File: src/eod_pkg.sv
// shared constants and types of the electrode-off detection control block
`default_nettype none
package eod_pkg;

  // ----------------------------------------------------------------------
  // register map
  // ----------------------------------------------------------------------
  localparam logic [3:0] ADDR_GLOBAL_B  = 4'h0; // global_setup_b
  localparam logic [3:0] ADDR_DET_CFG   = 4'h1; // electrode_detect_config
  localparam logic [3:0] ADDR_SENSE_SEL = 4'h2; // lead_sense_select
  localparam logic [3:0] ADDR_STATUS    = 4'h3; // electrode_status, read only
  localparam logic [3:0] ADDR_CH1_MUX   = 4'h4; // channel 1 input selector
  localparam logic [3:0] ADDR_CH2_MUX   = 4'h5; // channel 2 input selector
  localparam logic [3:0] ADDR_IRQ_STAT  = 4'h6; // event flags, write 1 clear
  localparam logic [3:0] ADDR_IRQ_MASK  = 4'h7; // event enables

  // ----------------------------------------------------------------------
  // field positions
  // ----------------------------------------------------------------------
  localparam int GB_COMP_PD  = 0; // comparator_powerdown
  localparam int GB_EXC_EN   = 1; // excitation sources on
  localparam int GB_AC_MODE  = 2; // ac excitation when set
  localparam int DC_CUR_LSB  = 0; // excitation_current_select [1:0]
  localparam int DC_CUR_SRC  = 4; // 1 current source/sink, 0 resistors
  localparam int DC_TH_LSB   = 5; // comparator_threshold [7:5]
  localparam int SS_SWAP1    = 4; // swap_polarity_ch1
  localparam int SS_SWAP2    = 5; // swap_polarity_ch2
  localparam int IRQ_CHANGE  = 0; // captured status changed
  localparam int IRQ_FRAME   = 1; // frame assembled

  // ----------------------------------------------------------------------
  // reset values and codes
  // ----------------------------------------------------------------------
  localparam logic [7:0]  RST_GLOBAL_B = 8'h01; // comparators powered down
  localparam logic [7:0]  RST_BYTE     = 8'h00;
  localparam logic [3:0]  MUX_RDI_P    = 4'h6; // reference drive to P side
  localparam logic [3:0]  MUX_RDI_N    = 4'h7; // reference drive to N side
  localparam logic [23:0] CODE_FULL_POS = 24'h7fffff;
  localparam int NUM_CH    = 2;
  localparam int NUM_IN    = 4;   // ch1p, ch1n, ch2p, ch2n
  localparam int NUM_COMP  = 5;   // four inputs plus reference drive
  localparam int AC_DIV    = 4;   // ac excitation at data rate / 4

  // ----------------------------------------------------------------------
  // carriers
  // ----------------------------------------------------------------------
  typedef struct packed {
    logic pull_up;   // resistor to supply
    logic pull_down; // resistor to ground
    logic cur_src;   // current source on
    logic cur_sink;  // current sink on
    logic comp_en;   // comparator on
  } eod_drive_s;

  typedef struct packed {
    logic [7:0]  status;  // electrode_status snapshot
    logic [7:0]  setup;   // global_setup_b snapshot
    logic [23:0] ch2;     // channel 2 code
    logic [23:0] ch1;     // channel 1 code
  } eod_frame_s;

  typedef struct packed {
    logic [7:0] global_b;
    logic [7:0] det_cfg;
    logic [7:0] sense_sel;
    logic [7:0] status;
    logic [3:0] ch1_mux;
    logic [3:0] ch2_mux;
    logic [1:0] irq_stat;
    logic [1:0] irq_mask;
  } eod_regs_s;

endpackage
`default_nettype wire

File: src/eod_sync.sv
// two-stage synchroniser for comparator levels from the analog side
`default_nettype none
`timescale 1ns/1ps
module eod_sync #(
  parameter int W = 5 // number of levels
) (
  input  wire logic         sys_clk,
  input  wire logic         sys_rst,
  input  wire logic [W-1:0] async_in,
  output var  logic [W-1:0] sync_out
);
  import eod_pkg::*;

  // ----------------------------------------------------------------------
  // state
  // ----------------------------------------------------------------------
  typedef struct packed {
    logic [W-1:0] s1; // first stage, read only by s2
    logic [W-1:0] s2; // second stage
  } eod_sync_s;

  eod_sync_s st_q;
  eod_sync_s st_d;

  // shift the levels one stage per clock
  always_comb begin
    st_d    = st_q;
    st_d.s1 = async_in;
    st_d.s2 = st_q.s1;
  end

  // register the state
  always_ff @(posedge sys_clk) begin
    if (sys_rst) begin
      st_q <= '0;
    end else begin
      st_q <= st_d;
    end
  end

  assign sync_out = st_q.s2;
endmodule
`default_nettype wire

File: src/eod_ac_phase.sv
// ac excitation phase: flips so one full period spans four conversions
`default_nettype none
`timescale 1ns/1ps
module eod_ac_phase #(
  parameter int DIV = 4 // conversions per excitation period
) (
  input  wire logic sys_clk,
  input  wire logic sys_rst,
  input  wire logic run,       // ac mode with excitation on
  input  wire logic conv_tick, // one pulse per conversion
  output var  logic phase      // 0 source on p side, 1 swapped
);
  import eod_pkg::*;

  localparam int CW = $clog2(DIV);
  localparam logic [CW-1:0] HALF = CW'(DIV / 2 - 1);

  // ----------------------------------------------------------------------
  // state
  // ----------------------------------------------------------------------
  typedef struct packed {
    logic [CW-1:0] cnt; // conversions within the half period
    logic          ph;  // current phase
  } eod_acp_s;

  eod_acp_s st_q;
  eod_acp_s st_d;

  // count conversions, flip phase every half period
  always_comb begin
    st_d = st_q;
    if (!run) begin
      st_d = '0;
    end else if (conv_tick) begin
      if (st_q.cnt == HALF) begin
        st_d.cnt = '0;
        st_d.ph  = ~st_q.ph;
      end else begin
        st_d.cnt = st_q.cnt + CW'(1);
      end
    end
  end

  // register the state
  always_ff @(posedge sys_clk) begin
    if (sys_rst) begin
      st_q <= '0;
    end else begin
      st_q <= st_d;
    end
  end

  assign phase = st_q.ph;
endmodule
`default_nettype wire

File: src/eod_ctrl.sv
// electrode-off detection control: registers, excitation, capture, frames
//
// Behaviour
// RULE1: selector 0110/0111 routes reference drive to P/N
// RULE2: per-input sense enables from lead_sense_select
// RULE3: excitation can be off, comparators still on
// RULE4: dc excitation by resistors or current pair
// RULE5: swap bit exchanges source and sink inputs
// RULE6: two-bit field sets excitation current magnitude
// RULE7: three-bit threshold drives 4-bit comparator DAC
// RULE8: comparator results stored per input in status
// RULE9: every frame carries status and setup bytes
// RULE10: powerdown bit turns off the comparators
// RULE11: ac excitation alternates at data rate / 4
// RULE12: electrode off under resistors saturates code
// RULE13: host avoids power-up reference check in operation
// RULE14: reference comparator shares negative threshold field
// RULE15: comparators sampled once per conversion, frame-aligned
// RULE16: ac drive only on enabled inputs, excitation on
//
// Our own choices: the register addresses and the plain strobed port.
`default_nettype none
`timescale 1ns/1ps
module eod_ctrl (
  input  wire logic                          sys_clk,
  input  wire logic                          sys_rst,
  // register port
  input  wire logic [3:0]                    reg_addr,
  input  wire logic [7:0]                    reg_wdata,
  input  wire logic                          reg_wr,
  input  wire logic                          reg_rd,
  output var  logic [7:0]                    reg_rdata,
  // converter side, same clock
  input  wire logic                          conv_done,
  input  wire logic [23:0]                   ch1_code,
  input  wire logic [23:0]                   ch2_code,
  // analog comparators, asynchronous
  input  wire logic [eod_pkg::NUM_COMP-1:0]  comp_raw,
  // analog controls
  output var  eod_pkg::eod_drive_s [eod_pkg::NUM_IN-1:0] in_drive,
  output var  logic                          rdrv_comp_en,
  output var  logic [1:0]                    exc_current,
  output var  logic [3:0]                    dac_level_p,
  output var  logic [3:0]                    dac_level_n,
  output var  logic [eod_pkg::NUM_CH-1:0]    rdi_to_p,
  output var  logic [eod_pkg::NUM_CH-1:0]    rdi_to_n,
  // output frame
  output var  logic                          frame_valid,
  output var  eod_pkg::eod_frame_s           frame,
  // interrupt
  output var  logic                          irq
);
  import eod_pkg::*;

  // ----------------------------------------------------------------------
  // helper functions
  // ----------------------------------------------------------------------

  // comparator level for the high trip point
  function automatic logic [3:0] dac_high(input logic [2:0] th);
    dac_high = {1'b1, th};
  endfunction

  // comparator level for the low trip point, mirrored around mid scale
  function automatic logic [3:0] dac_low(input logic [2:0] th);
    dac_low = {1'b0, ~th};
  endfunction

  // register read decode
  function automatic logic [7:0] read_mux(input eod_regs_s r,
                                          input logic [3:0] a);
    unique case (a)
      ADDR_GLOBAL_B:  read_mux = r.global_b;
      ADDR_DET_CFG:   read_mux = r.det_cfg;
      ADDR_SENSE_SEL: read_mux = r.sense_sel;
      ADDR_STATUS:    read_mux = r.status;
      ADDR_CH1_MUX:   read_mux = {4'h0, r.ch1_mux};
      ADDR_CH2_MUX:   read_mux = {4'h0, r.ch2_mux};
      ADDR_IRQ_STAT:  read_mux = {6'h00, r.irq_stat};
      ADDR_IRQ_MASK:  read_mux = {6'h00, r.irq_mask};
      default:        read_mux = 8'h00; // unmapped reads as zero
    endcase
  endfunction

  // ----------------------------------------------------------------------
  // state
  // ----------------------------------------------------------------------
  typedef struct packed {
    eod_regs_s                  regs;        // software registers
    logic [7:0]                 rdata;       // read answer
    eod_drive_s [NUM_IN-1:0]    drive;       // per-input excitation
    logic                       rdrv_en;     // reference comparator on
    logic [1:0]                 cur;         // current magnitude
    logic [3:0]                 dac_p;       // positive-side level
    logic [3:0]                 dac_n;       // negative-side level
    logic [NUM_CH-1:0]          rdi_p;       // reference to p inputs
    logic [NUM_CH-1:0]          rdi_n;       // reference to n inputs
    logic                       fvalid;      // frame strobe
    eod_frame_s                 frame;       // assembled frame
    logic                       irq;         // interrupt level
  } eod_state_s;

  eod_state_s st_q;
  eod_state_s st_d;

  logic [NUM_COMP-1:0] comp_sync; // comparators after synchroniser
  logic                ac_phase;  // current ac excitation phase
  logic                ac_run;    // ac excitation running

  // ----------------------------------------------------------------------
  // submodules
  // ----------------------------------------------------------------------

  // bring comparator levels into the clock domain
  eod_sync #(
    .W (NUM_COMP)
  ) u_sync (
    .sys_clk  (sys_clk),
    .sys_rst  (sys_rst),
    .async_in (comp_raw),
    .sync_out (comp_sync)
  );

  // RULE11: phase divider
  assign ac_run = st_q.regs.global_b[GB_AC_MODE]
                & st_q.regs.global_b[GB_EXC_EN];

  eod_ac_phase #(
    .DIV (AC_DIV)
  ) u_acp (
    .sys_clk   (sys_clk),
    .sys_rst   (sys_rst),
    .run       (ac_run),
    .conv_tick (conv_done),
    .phase     (ac_phase)
  );

  // ----------------------------------------------------------------------
  // next-state logic
  // ----------------------------------------------------------------------
  always_comb begin
    logic       comp_on;    // comparators powered
    logic       exc_on;     // excitation allowed
    logic       cur_mode;   // current pair instead of resistors
    logic       ac_mode;    // ac excitation selected
    logic [1:0] swap;       // per-channel polarity swap
    logic [1:0] hi_side;    // per-channel: 0 p is high, 1 n is high
    logic [7:0] new_stat;   // status sample this conversion
    logic [1:0] ev;         // events this cycle
    logic [1:0] w1c;        // flags cleared by software
    logic [1:0] dc_off;     // channel electrode off under resistors
    logic [23:0] c1;        // channel 1 code to frame
    logic [23:0] c2;        // channel 2 code to frame
    comp_on  = 1'b0;
    exc_on   = 1'b0;
    cur_mode = 1'b0;
    ac_mode  = 1'b0;
    swap     = 2'b00;
    hi_side  = 2'b00;
    new_stat = 8'h00;
    ev       = 2'b00;
    w1c      = 2'b00;
    dc_off   = 2'b00;
    c1       = ch1_code;
    c2       = ch2_code;

    st_d        = st_q;
    st_d.rdata  = 8'h00;
    st_d.fvalid = 1'b0;

    // register writes
    if (reg_wr) begin
      unique case (reg_addr)
        ADDR_GLOBAL_B:  st_d.regs.global_b  = reg_wdata;
        ADDR_DET_CFG:   st_d.regs.det_cfg   = reg_wdata;
        ADDR_SENSE_SEL: st_d.regs.sense_sel = reg_wdata;
        ADDR_CH1_MUX:   st_d.regs.ch1_mux   = reg_wdata[3:0];
        ADDR_CH2_MUX:   st_d.regs.ch2_mux   = reg_wdata[3:0];
        ADDR_IRQ_STAT:  w1c                 = reg_wdata[1:0];
        ADDR_IRQ_MASK:  st_d.regs.irq_mask  = reg_wdata[1:0];
        default:        ; // status and unmapped writes ignored
      endcase
    end

    // register reads, answer in the next cycle only
    if (reg_rd) begin
      st_d.rdata = read_mux(st_q.regs, reg_addr);
    end

    // decode the live configuration
    // RULE10: powerdown gate
    comp_on  = ~st_q.regs.global_b[GB_COMP_PD];
    // RULE3: excitation switch
    exc_on   = st_q.regs.global_b[GB_EXC_EN];
    // RULE4: source type
    cur_mode = st_q.regs.det_cfg[DC_CUR_SRC];
    ac_mode  = st_q.regs.global_b[GB_AC_MODE];
    swap     = {st_q.regs.sense_sel[SS_SWAP2],
                st_q.regs.sense_sel[SS_SWAP1]};

    // per-channel excitation
    for (int c = 0; c < NUM_CH; c++) begin
      // RULE5: polarity swap
      hi_side[c] = swap[c];
      // RULE11: ac alternation
      if (ac_mode) begin
        hi_side[c] = swap[c] ^ ac_phase;
      end
      for (int s = 0; s < 2; s++) begin
        // RULE2: per-input enable
        logic en;
        logic hi;
        en = st_q.regs.sense_sel[2*c+s];
        hi = (s == 0) ? ~hi_side[c] : hi_side[c];
        st_d.drive[2*c+s].comp_en = en & comp_on;
        // RULE16: drive only when enabled
        st_d.drive[2*c+s].cur_src   = en & exc_on & (cur_mode | ac_mode)
                                    & hi;
        st_d.drive[2*c+s].cur_sink  = en & exc_on & (cur_mode | ac_mode)
                                    & ~hi;
        // RULE4: resistors, p pulled up
        st_d.drive[2*c+s].pull_up   = en & exc_on & ~cur_mode & ~ac_mode
                                    & (s == 0);
        st_d.drive[2*c+s].pull_down = en & exc_on & ~cur_mode & ~ac_mode
                                    & (s == 1);
      end
    end

    // reference drive comparator follows the powerdown bit
    st_d.rdrv_en = comp_on;

    // RULE6: current magnitude
    st_d.cur = st_q.regs.det_cfg[DC_CUR_LSB +: 2];

    // RULE7: threshold to dac
    st_d.dac_p = dac_high(st_q.regs.det_cfg[DC_TH_LSB +: 3]);
    // RULE14: shared negative level
    st_d.dac_n = dac_low(st_q.regs.det_cfg[DC_TH_LSB +: 3]);

    // RULE1: reference drive routing
    st_d.rdi_p = {st_q.regs.ch2_mux == MUX_RDI_P,
                  st_q.regs.ch1_mux == MUX_RDI_P};
    st_d.rdi_n = {st_q.regs.ch2_mux == MUX_RDI_N,
                  st_q.regs.ch1_mux == MUX_RDI_N};

    // conversion boundary: capture and frame
    if (conv_done) begin
      // RULE8: one bit per monitored input
      new_stat = {3'b000, comp_sync & {NUM_COMP{comp_on}}};
      // RULE15: sampled with the frame
      st_d.regs.status = new_stat;
      ev[IRQ_FRAME]  = 1'b1;
      ev[IRQ_CHANGE] = (new_stat != st_q.regs.status);

      // RULE12: resistor saturation
      for (int c = 0; c < NUM_CH; c++) begin
        dc_off[c] = exc_on & ~cur_mode & ~ac_mode
                  & |(new_stat[2*c +: 2] & st_q.regs.sense_sel[2*c +: 2]);
      end
      if (dc_off[0]) begin
        c1 = CODE_FULL_POS;
      end
      if (dc_off[1]) begin
        c2 = CODE_FULL_POS;
      end

      // RULE9: status in every frame
      st_d.frame.status = new_stat;
      st_d.frame.setup  = st_q.regs.global_b;
      st_d.frame.ch1    = c1;
      st_d.frame.ch2    = c2;
      st_d.fvalid       = 1'b1;
    end

    // sticky event flags, a new event wins over a clear
    st_d.regs.irq_stat = (st_q.regs.irq_stat & ~w1c) | ev;
    st_d.irq = |(st_d.regs.irq_stat & st_d.regs.irq_mask);
  end

  // ----------------------------------------------------------------------
  // state register
  // ----------------------------------------------------------------------
  always_ff @(posedge sys_clk) begin
    if (sys_rst) begin
      st_q               <= '0;
      st_q.regs.global_b <= RST_GLOBAL_B;
      st_q.regs.det_cfg  <= RST_BYTE;
    end else begin
      st_q <= st_d;
    end
  end

  // ----------------------------------------------------------------------
  // outputs straight from the state register
  // ----------------------------------------------------------------------
  assign reg_rdata    = st_q.rdata;
  assign in_drive     = st_q.drive;
  assign rdrv_comp_en = st_q.rdrv_en;
  assign exc_current  = st_q.cur;
  assign dac_level_p  = st_q.dac_p;
  assign dac_level_n  = st_q.dac_n;
  assign rdi_to_p     = st_q.rdi_p;
  assign rdi_to_n     = st_q.rdi_n;
  assign frame_valid  = st_q.fvalid;
  assign frame        = st_q.frame;
  assign irq          = st_q.irq;
endmodule
`default_nettype wire

File: config.mk
export PLATFORM = sky130hd
export DESIGN_NAME = eod_ctrl
export DESIGN_NICKNAME = d
export VERILOG_FILES = /design/src/eod_pkg.sv /design/src/eod_sync.sv /design/src/eod_ac_phase.sv /design/src/eod_ctrl.sv
export SDC_FILE = /design/constraint.sdc
export NUM_CORES = 1
export LEC_CHECK = 0
export BUFFER_PORTS_ARGS = -buffer_cell sky130_fd_sc_hd__buf_2
export CAP_MARGIN = 20
export CORE_UTILIZATION = 45
export CTS_CLUSTER_DIAMETER = 30
export CTS_CLUSTER_SIZE = 14
export DETAILED_ROUTE_END_ITERATION = 12
export GPL_TIMING_DRIVEN = 0
export PLACE_DENSITY = 0.81
export REMOVE_ABC_BUFFERS = 1
export SYNTH_ARGS = -nofsm -noshare
export SYNTH_HDL_FRONTEND = slang
export SYNTH_SLANG_ARGS = --single-unit
export TNS_END_PERCENT = 1
File: constraint.sdc
create_clock -name sys_clk -period 1.93 [get_ports sys_clk]
set_input_delay 0.386 -clock sys_clk [delete_from_list [all_inputs] [get_ports sys_clk]]
set_output_delay 0.386 -clock sys_clk [all_outputs]
set_load 0.05 [all_outputs]
==> results of run 1 <==
timing repair:
action | 4_1_cts | 5_1_grt
resized for setup | 3 | 0
hold buffers | 0 | 0
pin swaps | 0 | 1
setup endpoints to repair | 67 | 22
cloned | 0 | 0
path summary, 6_finish.rpt:
kind                   endpoint  cells after the start  slack, ns           start
max                   frame[47]                      4       0.11       st_q[145]
min              u_sync.st_d[0]                      2       0.19     comp_raw[0]
min reg2reg  u_sync.sync_out[2]                      1       0.43  u_sync.st_d[2]
max reg2reg           frame[47]                      4       0.11       st_q[145]
stage by stage:
stage	TNS [ns]	hold WS [ns]	area [um2]	cells	util, %
4_1_cts	0	0.166	6980	851	52.5
3_3_place_gp	-135.07	0.424	6300	818	47.4
5_1_grt	0	0.171	6980	851	52.5
3_5_place_dp	-31.41	0.424	6340	820	47.7
6_report	0	0.188	6980	851	52.5
2_1_floorplan	0	0.414	5230	472	-
cells by family (layout without fill, tap and decap cells):
kind of cell	after synthesis	count (layout)	synth area share, %
AND/OR/NAND/NOR	156	156	12.2
flip-flops	150	150	48.8
buffers and inverters	150	214	16.1
AO/OA/AOI/OAI	93	93	13.9
multiplexers	49	49	8.19
XOR/XNOR	5	5	0.712
other	1	8	0.0609
routing by layer:
metal	global-route usage, %	vias up	share of wire (%)
met1	22.8	2018	45
met2	31.4	182	47
li1	-	2102	-
met4	7.04	0	1.1
met3	6.13	12	7.1
met5	0	-	0
registers in the layout, indices dropped and copies added, names as in the netlist, 2 cells and up:
name	count
dac_level_n	3
dac_level_p	4
exc_current	2
frame	56
in_drive	16
rdi_to_n	2
rdi_to_p	2
reg_rdata	8
st_d	5
st_q	36
u_acp.st_q	2
u_sync.st_d	5
u_sync.sync_out	5
layout by cell type (no fill, tap or decap), drive strengths merged, types with 3 or more instances in the layout:
cell type / netlist / layout
dfxtp: 150 / 150
a211oi: 4 / 4
a21oi: 13 / 13
and2: 10 / 10
buf: 121 / 172
o21ai: 6 / 6
o221a: 46 / 46
and3: 5 / 5
conb: 1 / 8
and2b: 3 / 3
a31oi: 3 / 3
clkinv: 1 / 5
bufinv: 0 / 3
xor2: 3 / 3
a22oi: 8 / 8
nand2: 19 / 19
or3: 3 / 3
nor2: 78 / 78
clkbuf: 18 / 18
nand3: 16 / 16
nor2b: 17 / 17
inv: 10 / 12
mux2i: 47 / 47
clkinvlp: 0 / 4
power by group through the flow:
stage	Clock [mW]	Combinational, mW	Sequential [mW]
floorplan	0	0.216	3.59
global placement	0	0.756	3.32
detailed placement	0	0.765	3.32
CTS	3.44	0.769	3.25
global route	3.60	0.809	3.26
finish	3.36	0.764	3.25
cell usage after synthesis (3+ instances only):
master	n
mux2i_1	47
a22oi_1	8
a31oi_1	3
buf_2	10
nor2_1	75
nand3_1	13
clkbuf_1	17
inv_1	10
a211oi_1	4
nor2b_1	17
and2b_1	3
nor2_2	3
o221a_2	46
xor2_1	3
dfxtp_1	150
buf_4	108
nand2_1	19
nand3_2	3
and3_1	4
and2_1	9
a21oi_1	13
o21ai_0	4
worst max-delay path: stages (launching register included):
cell       delay (ns)
dfxtp_1          0.46
nand3b_1         0.36
o21ai_4          0.60
a2bb2oi_1        0.20
nor2_1           0.05
area by class of cell:
class,instances,share of cell area [%]
timing repair buffer,172,12.8
sequential,150,43.0
multi-input combinational,311,31.6
inverter,11,0.664
clock buffer,18,6.29
tap,176,3.16
clock inverter,13,2.51
==> impl_metrics.py, run 1 <==
metrics = {
    "sta": {
        "rsz0062_at_grt": "no",
        "setup_slack_ns": 0.114,
        "setup-violations-final": 0,
        "skew_ns": 0.0100,
        "hold_violations": 0,
        "period_share_pct": 94.1,
        "post-route-min-period_ns": 1.82,
        "finalMaxSlewViolations": 0,
        "max_freq_mhz": 551,
        "worst_pin_slew_ns": 0.657,
        "max_slew_margin_pct": 56.1,
    },
    "power_and_ir_drop": {
        "ir_drop_mv": 0.716,
        "power_frac_comb_pct": 10.4,
        "power.density_mw_per_mm2": 1060,
        "p_total_mw": 7.38,
        "seqPwrFrac_pct": 44.1,
        "leakage_nw": 3.28,
        "power_frac_clock_pct": 45.5,
        "power.internal_mw": 5.50,
        "p_sw_mw": 1.87,
        "switching_share_pct": 25.4,
    },
    "clocking": {
        "clock_latency_ns": 0.41,
        "tritoncts": "built",
        "cts.path.max_buffers": 2,
        "htree_levels": 4,
        "clockRootBuffer": "clkbuf_16",
        "cts_buffers": 17,
        "clk_pin_slew_worst_paths_ns": 0.06,
        "cts_setup_buffers": 0,
        "cts.sinks": 150,
    },
    "final_layout": {
        "final_nets": 733,
        "antenna_cells": 0,
        "area_delta_synth_final_pct": 13.4,
        "multi_input_area_mm2": 0.00220,
        "n_fill_cell": 1159,
        "layout.area.seq_mm2": 0.00300,
        "drive_gt1_share_pct": 39.3,
    },
    "routing": {
        "drt_iter0_markers": 232,
        "wirelength_mm": 13.0,
        "drc_errors": 0,
        "wl_per_cell_um": 15.3,
        "vias_per_cell": 5.07,
        "ant_nets": 0,
        "num_vias": 4314,
        "drt-pass1-iter-count": 4,
    },
    "grt": {
        "grt-ovfl-total": 0,
        "track_usage_pct": 18.9,
        "grt_max_degree": 53,
        "grt_pass1_vias": 3977,
        "antenna_found_initial": 0,
        "grt_pass1_wl_mm": 20.7,
    },
    "run": {
        "cap_violations": 0,
    },
    "synth": {
        "avgSynthCellArea_um2": 10.2,
        "synth_warnings": 0,
        "ys.flop_type": "dfxtp_1",
        "yosys.area.top_type": "dfxtp_1",
        "synthTopCellsByArea": "dfxtp_1 (49%), buf_4 (13%), o221a_2 (8.4%)",
        "synthCells": 604,
        "syn-cell-area_mm2": 0.00615,
        "synthArstFlopShare_pct": 0,
        "synth_top_area_share_pct": 48.8,
        "synth-seq-cells": 150,
        "synth_edf_count": 0,
        "yosysSeqAreaShare_pct": 48.8,
        "synth_cell_type_count": 50,
    },
    "placed_design": {
        "io_buffer_count": 170,
        "hpwl_mm": 8.96,
        "place_ws_ns": -0.713,
        "routabilityCongestion": 0.827,
    },
    "setup_path": {
        "path_max_fanout": 24,
        "setup.worst_path.end_class": "flop",
        "critPathKind": "reg -> reg",
        "arrival_ns": 2.09,
        "worstSetupStartpointType": "flop",
        "required_ns": 2.20,
    },
    "die": {
        "io_pins": 179,
        "die_h_um": 119,
        "rows": 42,
        "initial_core_util_pct": 46.3,
        "die_w_um": 119,
        "die_area_mm2": 0.0141,
        "core_area_mm2": 0.0133,
    },
    "hold_path": {
        "hold_path_class": "in -> reg",
    },
    "status": {
        "status": "finished clean",
    },
}
No activity file was read; power rests on OpenSTA's default activity.
==> run 2: changes to the inputs <==
--- a/config.mk
+++ b/config.mk
@@ -13,6 +13,7 @@
 export DETAILED_ROUTE_END_ITERATION = 12
 export GPL_TIMING_DRIVEN = 0
 export PLACE_DENSITY = 0.81
+export RECOVER_POWER = 25
 export REMOVE_ABC_BUFFERS = 1
 export SYNTH_ARGS = -nofsm -noshare
 export SYNTH_HDL_FRONTEND = slang
==> run 2 against run 1 <==
Compared with the run above:
- power barely moved
- clock power barely moved
- worst setup slack improved by 0.0086 ns
- clock skew barely moved
- cell area fell by 0.29%
- sequential share of layout area rose by 0.12 points
- sequential power barely moved
- final cell count did not move
- largest power group unchanged
- highest routed layer unchanged
==> impl_metrics.py, run 2 (synthesis gave the netlist of run 1 again) <==
metrics = {
    "sta": {
        "period_share_pct": 93.6,
        "setup_tns_ns": 0,
        "finalMaxSlewViolations": 0,
        "max_freq_mhz": 553,
        "rsz0062_at_grt": "no",
        "max_slew_margin_pct": 56.1,
        "skew_ns": 0.0105,
        "hold_violations": 0,
        "setup-violations-final": 0,
        "post-route-min-period_ns": 1.81,
        "worst_pin_slew_ns": 0.656,
    },
    "routing": {
        "wl_per_cell_um": 15.4,
        "dr.max_layer_used": "met4",
        "wl_met2_mm": 6.20,
        "wirelength_mm": 13.1,
        "wl_met3_um": 867,
        "ant_nets": 0,
        "m1WireLength_mm": 5.89,
        "drt-pass1-iter-count": 4,
        "vias_per_cell": 5.08,
        "num_vias": 4319,
        "drt_iter0_markers": 198,
        "drc_errors": 0,
    },
    "power_and_ir_drop": {
        "power.density_mw_per_mm2": 1060,
        "ir_drop_mv": 0.713,
        "leakage_nw": 3.26,
        "p_sw_mw": 1.87,
        "seqPwrFrac_pct": 44.1,
        "switching_share_pct": 25.4,
        "power_frac_clock_pct": 45.6,
        "power_frac_comb_pct": 10.3,
        "power.internal_mw": 5.50,
    },
    "setup_path": {
        "arrival_ns": 2.08,
        "critPathKind": "reg -> reg",
        "worstSetupStartpointType": "flop",
        "rrSetupSlack_ns": 0.12,
        "setup.worst_path.end_class": "flop",
        "required_ns": 2.20,
        "path_max_fanout": 24,
    },
    "clocking": {
        "cts_setup_buffers": 0,
        "cts_buffers": 17,
        "tritoncts": "built",
        "cts.sinks": 150,
        "clockRootBuffer": "clkbuf_16",
        "htree_levels": 4,
        "clk_pin_slew_worst_paths_ns": 0.06,
        "clock_latency_ns": 0.41,
        "hold_buffers": 0,
        "cts.path.max_buffers": 2,
    },
    "die": {
        "initial_core_util_pct": 46.3,
        "io_pins": 179,
        "die_h_um": 119,
        "core_area_mm2": 0.0133,
        "die_w_um": 119,
        "die_area_mm2": 0.0141,
        "rows": 42,
    },
    "run": {
        "cap_violations": 0,
    },
    "final_layout": {
        "final_nets": 733,
        "final_cell_mix": "buf_2 (164), dfxtp_1 (150), nor2_1 (76)",
        "n_fill_cell": 1164,
        "drive_gt1_share_pct": 37.9,
        "largest_register_ffs": 56,
        "area_delta_synth_final_pct": 13.1,
        "antenna_cells": 0,
        "final_common_cell": "buf_2",
        "fin_util_pct": 52.3,
    },
    "grt": {
        "grt-ovfl-total": 0,
        "grt_max_degree": 53,
        "grt_pass1_vias": 3977,
        "antenna_found_initial": 0,
        "track_usage_pct": 18.9,
        "grt_pass1_wl_mm": 20.7,
    },
    "hold_path": {
        "hold_path_class": "in -> reg",
    },
    "placed_design": {
        "io_buffer_count": 170,
        "routabilityCongestion": 0.827,
        "hpwl_mm": 8.96,
    },
    "status": {
        "status": "finished clean",
    },
}
run 2: changes by cell type in the layout (fill, tap and decap cells not counted), sizes merged:
cell	previous run	this run
buf	172	166
clkbuf	18	24
run 2: worst paths after layout:
path	cells past startpoint	startpoint	to
min reg2reg	1	u_sync.st_d[2]	u_sync.sync_out[2]
max reg2reg	4	st_q[145]	frame[47]
max	4	st_q[145]	frame[47]
min	2	comp_raw[0]	u_sync.st_d[0]
run 2: layer usage:
metal	vias to the layer above	GRT usage [%]
li1	2102	-
met1	2040	22.8
met3	8	6.13
met5	-	0
met2	169	31.4
met4	0	7.04
run 2: critical path, stage by stage, from the launching register on:
cell	delay [ns]
dfxtp_1	0.46
nand3b_1	0.35
o21ai_4	0.60
a2bb2oi_1	0.20
nor2_1	0.05
run 2: metrics by stage:
stage          hold WS (ns)  area [um2]  worst slack (ns)  total power [mW]  std cells
3_5_place_dp          0.424        6340            -0.713              4.08        820
6_report              0.188        6960             0.123              7.38        851
5_1_grt               0.171        6960           0.00118              7.67        851
4_1_cts               0.166        6980            0.0965              7.46        851
3_3_place_gp          0.424        6300             -2.15              4.07        818
2_1_floorplan         0.414        5230             0.130              3.81        472
run 2: final cells by class:
| cell class | instances | area (um2) | area share, % |
|---|---|---|---|
| inverter | 11 | 46.3 | 0.665 |
| clock buffer | 18 | 439 | 6.31 |
| tap | 176 | 220 | 3.17 |
| multi-input combinational | 311 | 2190 | 31.5 |
| clock inverter | 13 | 175 | 2.52 |
| sequential | 150 | 3000 | 43.2 |
| timing repair buffer | 172 | 885 | 12.7 |
run 2: power by group through the flow:
stage / Combinational (mW) / Clock, mW / Sequential [mW]
after global placement: 0.756 / 0 / 3.32
after CTS: 0.769 / 3.44 / 3.25
after floorplan: 0.216 / 0 / 3.59
after global routing: 0.807 / 3.60 / 3.26
after detailed placement: 0.765 / 0 / 3.32
final: 0.762 / 3.36 / 3.25
run 2: timing repair:
| action | CTS | global route |
|---|---|---|
| endpoints found under the setup margin | 67 | 22 |
| resized for setup | 3 | 0 |
| pin swaps | 0 | 1 |
